## src/pss_defines.vh

```
// Purpose: constants for the pwm start-up and auto-shutdown block
// Assumes: apb byte addresses, 32-bit data, 8-bit registers in low bits
// Notes:   header holds definitions only
`ifndef PSS_DEFINES_VH
`define PSS_DEFINES_VH

// register byte addresses
`define PSS_CTRL_ADDR    12'h000
`define PSS_SHDN_ADDR    12'h004
`define PSS_FLAG_ADDR    12'h008
`define PSS_PERIOD_ADDR  12'h00c
`define PSS_DUTY_ADDR    12'h010

// module_control_reg fields
`define PSS_POL_LSB      0
`define PSS_POL_MSB      1
`define PSS_PWM_EN_BIT   2
`define PSS_DRV_EN_BIT   3
`define PSS_TB_SEL_BIT   4
`define PSS_CTRL_MASK    8'h1f

// auto_shutdown_control fields
`define PSS_SS_MSB       6
`define PSS_SS_LSB       4
`define PSS_STATE_AC_LSB 0
`define PSS_STATE_BD_LSB 2
`define PSS_SES_BIT      7
`define PSS_SHDN_MASK    8'h7f

// source select encodings
`define PSS_SRC_NONE     3'h0
`define PSS_SRC_CMP1     3'h1
`define PSS_SRC_CMP2     3'h2
`define PSS_SRC_CMP12    3'h3
`define PSS_SRC_FLT      3'h4
`define PSS_SRC_FLT_C1   3'h5
`define PSS_SRC_FLT_C2   3'h6
`define PSS_SRC_ALL      3'h7

// shutdown pin states
`define PSS_PIN_LOW      2'h0
`define PSS_PIN_HIGH     2'h1

// reset values
`define PSS_CTRL_RST     8'h00
`define PSS_SHDN_RST     8'h00
`define PSS_PERIOD_RST   8'hff
`define PSS_DUTY_RST     8'h00

`endif

```

## src/pss_pwm_shutdown.v

```verilog
// Purpose: start-up and auto-shutdown control of a four-output pwm
// Assumes: apb slave on pclk, pins and comparators synchronous to pclk
// Notes:   outputs stay high-impedance until the drivers are enabled
//
// Function
// - polarity per pair A/C and B/D
// - period flag set as second period begins
// - pins high-impedance after reset
// - shutdown forces set state per pair: low, high or floated
// - three-bit source select at bits 6:4
// - fault low or comparators raise shutdown
// - firmware setting status bit forces shutdown
// - bit 7 reports shutdown state
//
// The implementer's own choices: the address map and register access over APB.
`default_nettype none
`include "pss_defines.vh"

module pss_pwm_shutdown (
  input  wire        pclk,
  input  wire        presetn,
  input  wire        clk_en,
  input  wire        psel,
  input  wire        penable,
  input  wire        pwrite,
  input  wire [11:0] paddr,
  input  wire [31:0] pwdata,
  output reg  [31:0] prdata,
  output reg         pready,
  output reg         pslverr,
  input  wire        fault_input_n,
  input  wire        comparator_one,
  input  wire        comparator_two,
  output reg         pwm_output_a,
  output reg         pwm_output_b,
  output reg         pwm_output_c,
  output reg         pwm_output_d,
  output reg         pwm_output_a_oe,
  output reg         pwm_output_b_oe,
  output reg         pwm_output_c_oe,
  output reg         pwm_output_d_oe,
  output reg         time_base_one_period_flag,
  output reg         time_base_two_period_flag
);

  // shutdown pin state decode, shared by both pairs
  function pin_state;
    input [1:0] code;
    begin
      pin_state = (code == `PSS_PIN_HIGH);
    end
  endfunction

  // shutdown pin tristate decode: codes 2 and 3 float the pin
  function pin_float;
    input [1:0] code;
    begin
      pin_float = code[1];
    end
  endfunction

  reg  [7:0] module_control_reg;
  reg  [7:0] auto_shutdown_control;
  reg  [7:0] period_reg;
  reg  [7:0] duty_reg;
  reg        cycle_seen_reg;
  reg  [1:0] wrap_cnt_reg;
  wire [7:0] count;
  wire       wrap;
  wire       acc_wr;
  wire       acc_rd;
  wire [2:0] src_sel;
  wire [1:0] output_polarity_select;
  wire       pwm_en;
  wire       drv_en;
  wire       shdn_src_hit;
  wire       sw_set_ses;
  wire       sw_clr_ses;
  wire       shutdown_event_status;
  wire       raw_pwm;
  wire       addr_ok;
  wire [7:0] shdn_wdata;

  pss_time_base u_tb (
    .pclk      (pclk),
    .presetn   (presetn),
    .clk_en    (clk_en),
    .run       (pwm_en),
    .period    (period_reg),
    .count_reg (count),
    .wrap_reg  (wrap)
  );

  // apb phase decode; slave answers with zero wait states
  assign acc_wr  = psel & penable & pwrite & pready;
  assign acc_rd  = psel & penable & ~pwrite & pready;
  assign addr_ok = (paddr == `PSS_CTRL_ADDR) | (paddr == `PSS_SHDN_ADDR) |
                   (paddr == `PSS_FLAG_ADDR) | (paddr == `PSS_PERIOD_ADDR) |
                   (paddr == `PSS_DUTY_ADDR);

  // field extraction
  assign output_polarity_select =
    module_control_reg[`PSS_POL_MSB:`PSS_POL_LSB];
  assign pwm_en  = module_control_reg[`PSS_PWM_EN_BIT];
  assign drv_en  = module_control_reg[`PSS_DRV_EN_BIT];
  assign src_sel = auto_shutdown_control[`PSS_SS_MSB:`PSS_SS_LSB];
  assign shutdown_event_status = auto_shutdown_control[`PSS_SES_BIT];

  // enabled sources: bit 2 fault pin low, bit 0 cmp one, bit 1 cmp two
  assign shdn_src_hit = (src_sel[2] & ~fault_input_n) |
                        (src_sel[0] & comparator_one) |
                        (src_sel[1] & comparator_two);

  assign sw_set_ses = acc_wr & (paddr == `PSS_SHDN_ADDR) &
                      pwdata[`PSS_SES_BIT];
  assign sw_clr_ses = acc_wr & (paddr == `PSS_SHDN_ADDR) &
                      ~pwdata[`PSS_SES_BIT];

  // writable part of the shutdown register; status bit handled apart
  assign shdn_wdata = pwdata[7:0] & `PSS_SHDN_MASK;

  // apb handshake, ready pulsed for one cycle in the access phase, error on unmapped address
  always @(posedge pclk or negedge presetn) begin
    if (!presetn) begin
      pready  <= 1'b0;
      pslverr <= 1'b0;
    end else if (clk_en) begin
      pready  <= psel & ~penable;
      pslverr <= psel & ~penable & ~(paddr == `PSS_CTRL_ADDR |
                 paddr == `PSS_SHDN_ADDR | paddr == `PSS_FLAG_ADDR |
                 paddr == `PSS_PERIOD_ADDR | paddr == `PSS_DUTY_ADDR);
    end
  end

  // control registers written by software
  always @(posedge pclk or negedge presetn) begin
    if (!presetn) begin
      module_control_reg <= `PSS_CTRL_RST;
      period_reg         <= `PSS_PERIOD_RST;
      duty_reg           <= `PSS_DUTY_RST;
    end else if (clk_en && acc_wr) begin
      if (paddr == `PSS_CTRL_ADDR)
        module_control_reg <= pwdata[7:0] & `PSS_CTRL_MASK;
      if (paddr == `PSS_PERIOD_ADDR)
        period_reg <= pwdata[7:0];
      if (paddr == `PSS_DUTY_ADDR)
        duty_reg <= pwdata[7:0];
    end
  end

  // shutdown control: event sets status, which holds until cleared
  always @(posedge pclk or negedge presetn) begin
    if (!presetn) begin
      auto_shutdown_control <= `PSS_SHDN_RST;
    end else if (clk_en) begin
      if (acc_wr && paddr == `PSS_SHDN_ADDR)
        auto_shutdown_control[6:0] <= shdn_wdata[6:0];
      if (shdn_src_hit | sw_set_ses)
        auto_shutdown_control[`PSS_SES_BIT] <= 1'b1;
      else if (sw_clr_ses)
        auto_shutdown_control[`PSS_SES_BIT] <= 1'b0;
    end
  end

  // period flags: a wrap sets only the flag picked by the time base select bit, the first as second period begins
  always @(posedge pclk or negedge presetn) begin
    if (!presetn) begin
      cycle_seen_reg            <= 1'b0;
      wrap_cnt_reg              <= 2'h0;
      time_base_one_period_flag <= 1'b0;
      time_base_two_period_flag <= 1'b0;
    end else if (clk_en) begin
      if (!pwm_en)
        wrap_cnt_reg <= 2'h0;
      else if (wrap && wrap_cnt_reg != 2'h2)
        wrap_cnt_reg <= wrap_cnt_reg + 2'h1;
      cycle_seen_reg <= (wrap_cnt_reg == 2'h2);
      // hardware set wins over a software clear in the same cycle
      if (wrap && !module_control_reg[`PSS_TB_SEL_BIT])
        time_base_one_period_flag <= 1'b1;
      else if (acc_wr && paddr == `PSS_FLAG_ADDR && pwdata[0])
        time_base_one_period_flag <= 1'b0;
      if (wrap && module_control_reg[`PSS_TB_SEL_BIT])
        time_base_two_period_flag <= 1'b1;
      else if (acc_wr && paddr == `PSS_FLAG_ADDR && pwdata[1])
        time_base_two_period_flag <= 1'b0;
    end
  end

  assign raw_pwm = pwm_en & (count < duty_reg);

  // pin drive: floated after reset, forced state while shut down
  always @(posedge pclk or negedge presetn) begin
    if (!presetn) begin
      pwm_output_a    <= 1'b0;
      pwm_output_b    <= 1'b0;
      pwm_output_c    <= 1'b0;
      pwm_output_d    <= 1'b0;
      pwm_output_a_oe <= 1'b0;
      pwm_output_b_oe <= 1'b0;
      pwm_output_c_oe <= 1'b0;
      pwm_output_d_oe <= 1'b0;
    end else if (clk_en) begin
      if (shutdown_event_status | shdn_src_hit | sw_set_ses) begin
        pwm_output_a <= pin_state(auto_shutdown_control[1:0]);
        pwm_output_c <= pin_state(auto_shutdown_control[1:0]);
        pwm_output_b <= pin_state(auto_shutdown_control[3:2]);
        pwm_output_d <= pin_state(auto_shutdown_control[3:2]);
        pwm_output_a_oe <= drv_en & ~pin_float(auto_shutdown_control[1:0]);
        pwm_output_c_oe <= drv_en & ~pin_float(auto_shutdown_control[1:0]);
        pwm_output_b_oe <= drv_en & ~pin_float(auto_shutdown_control[3:2]);
        pwm_output_d_oe <= drv_en & ~pin_float(auto_shutdown_control[3:2]);
      end else begin
        pwm_output_a <= raw_pwm ^ output_polarity_select[0];
        pwm_output_c <= raw_pwm ^ output_polarity_select[0];
        pwm_output_b <= ~raw_pwm ^ output_polarity_select[1];
        pwm_output_d <= ~raw_pwm ^ output_polarity_select[1];
        pwm_output_a_oe <= drv_en;
        pwm_output_b_oe <= drv_en;
        pwm_output_c_oe <= drv_en;
        pwm_output_d_oe <= drv_en;
      end
    end
  end

  // read data mux
  always @(posedge pclk or negedge presetn) begin
    if (!presetn) begin
      prdata <= 32'h0000_0000;
    end else if (clk_en) begin
      prdata <= 32'h0000_0000;
      if (psel && !penable && !pwrite && addr_ok) begin
        case (paddr)
          `PSS_CTRL_ADDR:   prdata[7:0] <= module_control_reg;
          `PSS_SHDN_ADDR:   prdata[7:0] <= auto_shutdown_control;
          `PSS_FLAG_ADDR:   prdata[2:0] <= {cycle_seen_reg,
                                            time_base_two_period_flag,
                                            time_base_one_period_flag};
          `PSS_PERIOD_ADDR: prdata[7:0] <= period_reg;
          `PSS_DUTY_ADDR:   prdata[7:0] <= duty_reg;
          default:          prdata <= 32'h0000_0000;
        endcase
      end
    end
  end

endmodule // pss_pwm_shutdown

`default_nettype wire

```

## src/pss_time_base.v

```verilog
// Purpose: pwm time base, counter with period flag pulse
// Assumes: pclk domain, inputs synchronous
// Notes:   wrap pulse marks the start of every new period
`default_nettype none

module pss_time_base (
  input  wire       pclk,
  input  wire       presetn,
  input  wire       clk_en,
  input  wire       run,
  input  wire [7:0] period,
  output reg  [7:0] count_reg,
  output reg        wrap_reg
);

  // counter runs 0..period and restarts, pulsing wrap on restart
  always @(posedge pclk or negedge presetn) begin
    if (!presetn) begin
      count_reg <= 8'h00;
      wrap_reg  <= 1'b0;
    end else if (clk_en) begin
      wrap_reg <= 1'b0;
      if (!run) begin
        count_reg <= 8'h00;
      end else if (count_reg >= period) begin
        count_reg <= 8'h00;
        wrap_reg  <= 1'b1;
      end else begin
        count_reg <= count_reg + 8'h01;
      end
    end
  end

endmodule // pss_time_base

`default_nettype wire

```

## config.mk

```make
export PLATFORM = sky130hd
export DESIGN_NAME = pss_pwm_shutdown
export DESIGN_NICKNAME = d
export VERILOG_FILES = /design/src/pss_pwm_shutdown.v /design/src/pss_time_base.v
export VERILOG_INCLUDE_DIRS = /design/src
export SDC_FILE = /design/constraint.sdc
export NUM_CORES = 1
export LEC_CHECK = 0
export ABC_CLOCK_PERIOD_IN_PS = 2200
export BUFFER_PORTS_ARGS = -buffer_cell sky130_fd_sc_hd__buf_2
export CELL_PAD_IN_SITES_DETAIL_PLACEMENT = 1
export CELL_PAD_IN_SITES_GLOBAL_PLACEMENT = 2
export CORE_AREA = 2 2 111 113
export DETAILED_ROUTE_END_ITERATION = 8
export DIE_AREA = 0 0 113 115
export GPL_TIMING_DRIVEN = 0
export PLACE_DENSITY_LB_ADDON = 0.1
export REMOVE_ABC_BUFFERS = 1
export SLEW_MARGIN = 40
export SYNTH_ARGS = -nofsm -noshare
export SYNTH_HDL_FRONTEND = slang
export SYNTH_SLANG_ARGS = --single-unit
export TNS_END_PERCENT = 20
```

## constraint.sdc

```tcl
create_clock -name pclk -period 2.2 [get_ports pclk]
set_clock_uncertainty 0.2 [all_clocks]
set_input_delay 0.44 -clock pclk [delete_from_list [all_inputs] [get_ports pclk]]
set_output_delay 0.44 -clock pclk [all_outputs]
set_load 0.05 [all_outputs]
```

==> reports/metrics.cfg, run 1 <==
[synth]
synth_commonest_cells=49 x dfrtp_1, 32 x mux2_2, 30 x buf_4
synth_warnings=0
netlist_instances=319
async_reset_ff_frac=1.00
synth_top_area_share=0.364
ys_types=56
synth_edf_count=0
syn_area_per_cell_um2=10.6
synthFlopType=dfrtp_1
synth_area_leaders=dfrtp_1 36%, mux2_2 11%, buf_4 6.7%
netlist_area_um2=3370
seq_area_frac_synth=0.426
synth_seq_cells=57
yosysMostFrequentCell=dfrtp_1
yosys.area.top_type=dfrtp_1

[sta]
clock.fmax_ghz=0.435
worst_pin_slew_ns=0.524
period_needed_ns=2.30
drv_slew=0
finalHoldViolations=0
rsz0062_at_grt=yes
fin_ws_ns=-0.0996
fin_crit_sh=1.05
setup_viol=6
slew_headroom=0.650

[floorplan]
initial_core_util=0.285
die_w_um=113
fp-row-count=40
die_h_um=115
die_area_um2=13000
core_area_um2=11800
io_pins=97

[clocking]
htreeDepth=3
insertion_delay_ns=0.33
clk_pin_slew_ns=0.06
clock-sinks=57
cts.path.max_buffers=2
numCtsBuffers=9
root_buffer=clkbuf_16
cts_tree=yes

[drt]
drt_first_pass_iters=7
wl_per_cell_um=18.4
drtIter0Drc=103
post-route-drc-count=4
dr_total_vias=2581
vias_per_cell=4.94
ant_nets=0
wl_mm=9.61

[pwr]
power.density_nw_per_um2=656
power.sequential.fraction=0.389
switchingPower_w=0.000747
combPwrFrac=0.089
switching_share=0.273
p_leak_nw=1.95
power_frac_clock=0.522
peakVddDrop_uv=339
internal_power_w=0.00199

[placement]
dpl.hpwl_mm=6.99
dpl-instance-area_um2=3620
port_buffers=48
place.gp.congestion=0.733
place_inst=497

[worst_hold_path]
min_path_cells=2
hold_class=input pin to flop
holdCritStartpoint=pwdata[5]
hold_end=duty_reg[5]$_DFFE_PN0P_

[critical_path]
r2r_cells=9
path_buf_inv=2
path_depth=9
crit_family=flip-flops
crit_chain=inv_2, ha_4, and3_4, nand3_2, o21a_1, nand4_1, clkbuf_16, nor2_2, a211o_1
reg2reg_to=u_tb.count_reg[7]$_DFFE_PN0P_
crit-reg2reg-launch=period_reg[7]$_DFFE_PN1P_
worstSetupPathType=flop to flop
cp_max_fo=6
rrSetupSlack_ns=-0.1
start_kind=flop
cpPeakStageDelay_ns=0.55
worstPathArrival_ns=2.31
cp_slowest_cell=dfstp_2
worstPathRequired_ns=2.21
worstSetupEndpointType=flop

[outcome]
status=finished, violations left
violations=design-rule violations, negative setup slack

[grt]
grt_antenna_before_repair=0
grt_pass1_vias=2536
grt_max_degree=40
grt_overflow=0
grt_pass1_wl_mm=14.9
grt_use_total=0.153

[job]
cap_violations=0

[final_layout]
nNetsFinal=440
final_cells=522
num_antenna_cells=0
area_delta_synth_final_pct=23.7
drive_above_1_share=0.405
fin_area_um2=4170

==> cell families (layout without fill, tap and decap cells) <==
kind of cell               after synthesis  count (layout)  share of synthesized area
DFF                                     57              57                      0.426
other                                    1              24                    0.00111
adders and majority gates               17              17                     0.0631
and+or+nand+nor                         78              78                      0.126
muxes                                   37              37                      0.126
xor gates and xnor gates                 1               1                    0.00260
buffers and inverters                   63              96                      0.109
AOI/OAI and AO/OA                       65              65                      0.147
==> final cells by class <==
cell class | instances | area, um2
Fill cell | 1324 | 7640
Multi-Input combinational cell | 222 | 1800
Sequential cell | 57 | 1440
Timing Repair Buffer | 58 | 363
Clock buffer | 9 | 225
Tap cell | 147 | 184
Inverter | 22 | 82.6
Clock inverter | 7 | 78.8
==> repair_timing <==
item / in CTS / in global routing
gates resized for setup: 12 / 25
hold buffers: 1 / 0
hold endpoints to repair: 18 / 0
pin swaps: 2 / 12
buffers inserted: 1 / 6
endpoints found under the setup margin: 19 / 36
cloned: 0 / 1
==> routing by layer <==
metal  vias up  part of all wire  track usage  wire length, um
met2        62              0.46        0.242             4470
met5         -                 0            0                0
met3        12             0.038       0.0337              368
met1      1285              0.48        0.211             4660
li1       1222                 -            -                -
met4         0             0.012       0.0439              114
==> how the worst max path moves through the flow <==
stage | start | to | slack [ns]
floorplan | period_reg[2]$_DFFE_PN1P_ | u_tb.count_reg[4]$_DFFE_PN0P_ | -0.05
global placement | paddr[1] | pwm_output_a$_DFFE_PN0P_ | -0.39
detailed placement | paddr[1] | pwm_output_a$_DFFE_PN0P_ | -0.40
CTS | period_reg[6]$_DFFE_PN1P_ | u_tb.count_reg[6]$_DFFE_PN0P_ | -0.06
global route | period_reg[6]$_DFFE_PN1P_ | u_tb.count_reg[7]$_DFFE_PN0P_ | -0.17
finish | period_reg[7]$_DFFE_PN1P_ | u_tb.count_reg[7]$_DFFE_PN0P_ | -0.1
==> power groups by stage <==
stage	registers, W	clock network, W	logic, W
after floorplan	0.00111	0	0.000118
after global placement	0.00108	0	0.000236
after detailed placement	0.00108	0	0.000242
after CTS	0.00106	0.00147	0.000244
after global routing	0.00106	0.00152	0.000262
final	0.00106	0.00143	0.000244
==> layout by cell type, fill, tap and decap left out, types with 4 or more instances in the layout <==
cell type	n
dfrtp_1	47
buf_2	47
mux2_2	32
conb_1	24
inv_1	15
nand2_1	14
ha_1	11
nand3_1	10
o2bb2ai_1	10
clkbuf_16	10
nor2_1	9
o21ai_0	8
dfstp_2	8
inv_2	7
nor3_1	7
a21oi_1	7
a21o_1	7
buf_4	7
a222oi_1	6
ha_4	5
and3_1	4
mux2i_1	4
==> per-stage QoR <==
step | utilization | total power (W) | setup TNS [ns] | setup WS [ns] | hold WS, ns
3_5_place_dp | 0.306 | 0.00132 | -13.50 | -0.400 | 0.147
6_report | 0.353 | 0.00273 | -0.314 | -0.0996 | 0.174
3_3_place_gp | 0.304 | 0.00132 | -11.78 | -0.387 | 0.268
5_1_grt | 0.353 | 0.00284 | -1.07 | -0.173 | 0.177
2_1_floorplan | - | 0.00123 | -0.133 | -0.0476 | -0.0556
4_1_cts | 0.339 | 0.00278 | -0.220 | -0.0559 | 0.165
Power figures use the tool's default switching activity.
==> run 2: changes to the inputs <==
--- a/config.mk
+++ b/config.mk
@@ -14,7 +14,8 @@
 export DETAILED_ROUTE_END_ITERATION = 8
 export DIE_AREA = 0 0 113 115
 export GPL_TIMING_DRIVEN = 0
-export PLACE_DENSITY_LB_ADDON = 0.1
+export PLACE_DENSITY_LB_ADDON = 0.2
+export RECOVER_POWER = 100
 export REMOVE_ABC_BUFFERS = 1
 export SLEW_MARGIN = 40
 export SYNTH_ARGS = -nofsm -noshare
==> reports/metrics.cfg, run 2 (synthesis results as in run 1) <==
[final_layout]
drive_above_1_share=0.350
nNetsFinal=445
num_antenna_cells=0
final_common_cell=dfrtp_1
final_cells=527
area_delta_synth_final_pct=25.6
final_cell_mix=47 x dfrtp_1, 32 x mux2_2, 27 x buf_2, 24 x conb_1, 20 x clkbuf_1

[critical_path]
path_depth=9
crit_chain=inv_2, ha_1, a21o_1, a31oi_2, o21a_1, nand4_1, buf_6, o211ai_1, o21a_1
worstSetupPathType=flop to flop
r2r_cells=9
cp_slowest_cell=dfstp_2
cp_max_fo=7
cpMostUsedCell=o21a_1
worstSetupEndpointType=flop
cpPeakStageDelay_ns=0.55
crit_family=compound AO/OA/AOI/OAI gates
worstPathArrival_ns=2.30
cp-startpoint=period_reg[1]$_DFFE_PN1P_
worstPathRequired_ns=2.27
path_buf_inv=2
crit-reg2reg-launch=period_reg[1]$_DFFE_PN1P_
start_kind=flop

[sta]
drv_slew=0
whs_ns=0.165
tns_ns=-0.0478
finalHoldViolations=0
clock.fmax_ghz=0.448
period_needed_ns=2.23
setup_viol=3
rsz0062_at_grt=yes
fin_ws_ns=-0.0303
slew_headroom=0.444
worst_pin_slew_ns=0.834
fin_crit_sh=1.01

[drt]
dr.max_layer_used=met4
dr_wl_met3_um=422
drtIter0Drc=82
ant_nets=0
drt_first_pass_iters=6
routed-wl-met2_mm=4.83
vias_per_cell=5.02
wl_mm=9.64
m1WireLength_mm=4.32
post-route-drc-count=10
dr_total_vias=2648
wl_per_cell_um=18.3

[pwr]
switching_share=0.230
peakVddDrop_uv=396
switchingPower_w=0.000709
power.density_nw_per_um2=729
combPwrFrac=0.076
p_leak_nw=1.94
internal_power_w=0.00238
power_frac_clock=0.579
power.sequential.fraction=0.345

[placement]
dpl.hpwl_mm=6.69
place_inst=496
place.gp.congestion=0.743
port_buffers=48

[floorplan]
die_w_um=113
core_area_um2=11800
initial_core_util=0.285
io_pins=97
fp-row-count=40
die_h_um=115
die_area_um2=13000

[clocking]
insertion_delay_ns=0.34
clk_pin_slew_ns=0.06
numCtsBuffers=9
root_buffer=clkbuf_16
htreeDepth=3
cts.path.max_buffers=2
cts_tree=yes
clock-sinks=57

[worst_hold_path]
holdCritStartpoint=pwdata[5]
min_path_cells=2
hold_class=input pin to flop

[grt]
grt_antenna_before_repair=0
grt_pass1_vias=2748
grt_use_total=0.153
grt_overflow=0
grt_pass1_wl_mm=15.0
grt_max_degree=58

[outcome]
status=finished, violations left
violations=design-rule violations, negative setup slack

[job]
cap_violations=0

## run 2: timing repair
action | in CTS | in global routing
gates resized for setup | 21 | 19
hold buffers | 0 | 1
pin swaps | 13 | 5
endpoints found under the hold margin | 0 | 49
setup buffers | 10 | 3
gates cloned | 1 | 0
setup endpoints to repair | 17 | 32
## run 2: worst reg2reg max path, cell delays in order, from the launching register on
cell	delay, ns
dfstp_2	0.55
inv_2	0.04
ha_1	0.19
a21o_1	0.19
a31oi_2	0.14
o21a_1	0.16
nand4_1	0.18
buf_6	0.21
o211ai_1	0.17
o21a_1	0.13
## run 2: power by group through the flow
stage	Sequential, W	Combinational, W	Clock, W
floorplan	0.00111	0.000118	0
global placement	0.00108	0.000235	0
detailed placement	0.00108	0.000235	0
CTS	0.00106	0.000236	0.00183
global route	0.00107	0.000253	0.00185
finish	0.00106	0.000235	0.00179
## run 2: worst paths after layout
| kind | slack [ns] | endpoint |
|---|---|---|
| worst max-delay path | -0.03 | u_tb.count_reg[4]$_DFFE_PN0P_ |
| worst min-delay path | 0.17 | auto_shutdown_control[5]$_DFFE_PN0P_ |
| worst max register to register | -0.03 | u_tb.count_reg[4]$_DFFE_PN0P_ |
| worst min register to register | 0.28 | prdata[5]$_DFFE_PN0P_ |
| max in group asynchronous | 0.63 | u_tb.count_reg[4]$_DFFE_PN0P_ |
| min in group asynchronous | 0.56 | wrap_cnt_reg[0]$_DFFE_PN0P_ |
## run 2: through the flow
| stage | total power [W] | setup slack, ns | area [um2] | utilization |
|---|---|---|---|---|
| 5_1_grt | 0.00317 | -0.0955 | 4230 | 0.358 |
| 2_1_floorplan | 0.00123 | -0.0476 | 3170 | - |
| 6_report | 0.00309 | -0.0303 | 4230 | 0.358 |
| 3_3_place_gp | 0.00132 | -0.387 | 3600 | 0.304 |
| 4_1_cts | 0.00313 | -0.0197 | 4170 | 0.353 |
| 3_5_place_dp | 0.00132 | -0.405 | 3600 | 0.305 |
## run 2: final cells by class
type                            instances  area [um2]
Clock buffer                           11         253
Multi-Input combinational cell        222        1800
Fill cell                            1344        7580
Clock inverter                          5         125
Tap cell                              147         184
Sequential cell                        57        1440
Timing Repair Buffer                   63         344
Inverter                               22        82.6
## run 2: routing by layer
layer,GRT usage,vias up
met4,0.0504,0
met1,0.194,1346
met3,0.0369,7
met5,0,-
met2,0.257,63
li1,-,1232
==> run 3: changes to the inputs <==
--- a/config.mk
+++ b/config.mk
@@ -6,13 +6,14 @@
 export SDC_FILE = /design/constraint.sdc
 export NUM_CORES = 1
 export LEC_CHECK = 0
+export ABC_AREA = 1
 export ABC_CLOCK_PERIOD_IN_PS = 2200
 export BUFFER_PORTS_ARGS = -buffer_cell sky130_fd_sc_hd__buf_2
 export CELL_PAD_IN_SITES_DETAIL_PLACEMENT = 1
 export CELL_PAD_IN_SITES_GLOBAL_PLACEMENT = 2
-export CORE_AREA = 2 2 111 113
+export CORE_AREA = 2 2 118 120
 export DETAILED_ROUTE_END_ITERATION = 8
-export DIE_AREA = 0 0 113 115
+export DIE_AREA = 0 0 120 122
 export GPL_TIMING_DRIVEN = 0
 export PLACE_DENSITY_LB_ADDON = 0.2
 export RECOVER_POWER = 100
==> reports/metrics.cfg, run 3 <==
[clocking]
cts.path.max_buffers=2
htreeDepth=3
clock-sinks=57
insertion_delay_ns=0.34
numCtsBuffers=9
cts_tree=yes
root_buffer=clkbuf_16
clk_pin_slew_ns=0.05

[drt]
vias_per_cell=4.37
wl_per_cell_um=14.7
drtIter0Drc=110
post-route-drc-count=0
wl_mm=10.2
dr_total_vias=3016
ant_nets=0
drt_first_pass_iters=5

[final_layout]
final_common_cell=nand2_1
nNetsFinal=575
final_cell_mix=126 x nand2_1, 60 x inv_1, 52 x o21ai_0, 49 x dfrtp_1, 33 x nand3_1
area_delta_synth_final_pct=20.4
ff_latch_area_um2=1440
fin_util=0.305
drive_above_1_share=0.133
fillers=1682
final_cells=690
multi_input_area_um2=1600
num_antenna_cells=0

[placement]
place.gp.congestion=0.799
place_ws_ns=-0.624
port_buffers=48
dpl.hpwl_mm=7.54
place_inst=669

[pwr]
p_leak_nw=1.97
power_frac_clock=0.558
switchingPower_w=0.000713
internal_power_w=0.00222
combPwrFrac=0.081
switching_share=0.243
power.density_nw_per_um2=713
power.sequential.fraction=0.362
peakVddDrop_uv=290

[synth]
synthFlopType=dfrtp_1
synth_top_area_share=0.359
netlist_instances=453
seq_area_frac_synth=0.420
async_reset_ff_frac=1.00
synth_area_leaders=dfrtp_1 36%, nand2_1 14%, o21ai_0 7.9%
yosys.area.top_type=dfrtp_1
netlist_area_um2=3420
synth_edf_count=0
synth_seq_cells=57
synth_commonest_cells=126 x nand2_1, 60 x inv_1, 54 x o21ai_0
ys_types=30
yosysMostFrequentCell=nand2_1
synth_warnings=0
syn_area_per_cell_um2=7.55

[critical_path]
worstPathArrival_ns=2.13
worstSetupEndpointType=flop
worstSetupPathType=input pin to flop
endpoint=duty_reg[4]$_DFFE_PN0P_
r2r_cells=7
cpPeakStageDelay_ns=0.49
rrSetupSlack_ns=0.13
worstPathRequired_ns=2.20
crit-reg2reg-launch=period_reg[5]$_DFFE_PN1P_
cp-startpoint=clk_en
reg2reg_to=u_tb.count_reg[2]$_DFFE_PN0P_
cp_slowest_cell=nor3_4
cp_max_fo=26
start_kind=input pin
crit_chain=buf_2, inv_2, nor3_4, nand2_2, nand2_1, o21ai_0

[sta]
slew_headroom=0.533
tns_ns=0
fin_crit_sh=0.967
drv_slew=0
clock.fmax_ghz=0.470
fin_ws_ns=0.0722
worst_pin_slew_ns=0.700
whs_ns=0.174
period_needed_ns=2.13
setup_viol=0
finalHoldViolations=0
rsz0062_at_grt=yes

[floorplan]
die_h_um=122
io_pins=97
die_w_um=120
initial_core_util=0.253
die_area_um2=14600
core_area_um2=13500
fp-row-count=43

[grt]
grt_max_degree=32
grt_antenna_before_repair=0
grt_use_total=0.148
grt_overflow=0
grt_pass1_wl_mm=16.2
grt_pass1_vias=3022

[worst_hold_path]
min_path_cells=3
hold_class=input pin to flop

[job]
cap_violations=0

[outcome]
status=finished clean

run 3: cell count changes in the layout (fill, tap and decap cells not counted), sizes merged, moves of 12 or more:
cell	change
nand2	+112
mux2	-32
nand3	+24
nor2	+14
o2bb2ai	-12
o21ai	+51
inv	+40
run 3: cell families after synthesis:
group / share of synthesized area
compound gates: 0.116
xor+xnor: 0.00256
fa+ha+maj: 0.0622
buf+inv: 0.143
flops: 0.420
other cells: 0.00110
simple gates: 0.255
run 3: worst min-delay path by stage:
stage	start	end
2_1_floorplan	presetn	auto_shutdown_control[0]$_DFFE_PN0P_
3_3_place_gp	prdata[1]$_DFFE_PN0P_	prdata[1]$_DFFE_PN0P_
3_5_place_dp	presetn	pslverr$_DFFE_PN0P_
4_1_cts	pwdata[5]	period_reg[5]$_DFFE_PN1P_
5_1_grt	pwdata[5]	auto_shutdown_control[5]$_DFFE_PN0P_
6_report	pwdata[5]	period_reg[5]$_DFFE_PN1P_
run 3: routing by layer:
layer / vias up / GRT usage / wire length (um)
met4: 0 / 0.0485 / 140
met1: 1439 / 0.186 / 4910
li1: 1507 / - / -
met3: 12 / 0.0346 / 399
met2: 58 / 0.251 / 4710
met5: - / 0 / 0
run 3: what timing repair did:
item / CTS / global route
setup endpoints to repair: 33 / 39
cloned: 0 / 0
resized for setup: 3 / 4
hold endpoints to repair: 24 / 0
pin swaps: 1 / 1
buffers inserted: 0 / 4
hold buffers: 1 / 0
run 3: area by class of cell:
| cell class | instances | share of cell area |
|---|---|---|
| clock inverter | 6 | 0.0255 |
| clock buffer | 10 | 0.0580 |
| multi-input combinational | 321 | 0.390 |
| sequential | 57 | 0.349 |
| inverter | 62 | 0.0565 |
| tap | 180 | 0.0547 |
| timing repair buffer | 54 | 0.0668 |
run 3: power by group through the flow:
stage	clock [W]	sequential, W	combinational [W]
2_1_floorplan	0	0.00111	0.000124
3_3_place_gp	0	0.00108	0.000237
3_5_place_dp	0	0.00108	0.000242
4_1_cts	0.00169	0.00106	0.000245
5_1_grt	0.00173	0.00106	0.000259
6_report	0.00164	0.00106	0.000237
run 3: critical path, delay by kind of cell:
family	cells	cell delay (ns)
AOI/OAI and AO/OA	1	0.09
buffers and inverters	2	0.60
and+or+nand+nor	3	0.97
run 3: stage by stage:
stage / cell area, um2 / total power [W]
2_1_floorplan: 3250 / 0.00123
3_3_place_gp: 3720 / 0.00132
3_5_place_dp: 3740 / 0.00132
4_1_cts: 4110 / 0.00299
5_1_grt: 4120 / 0.00305
6_report: 4120 / 0.00294
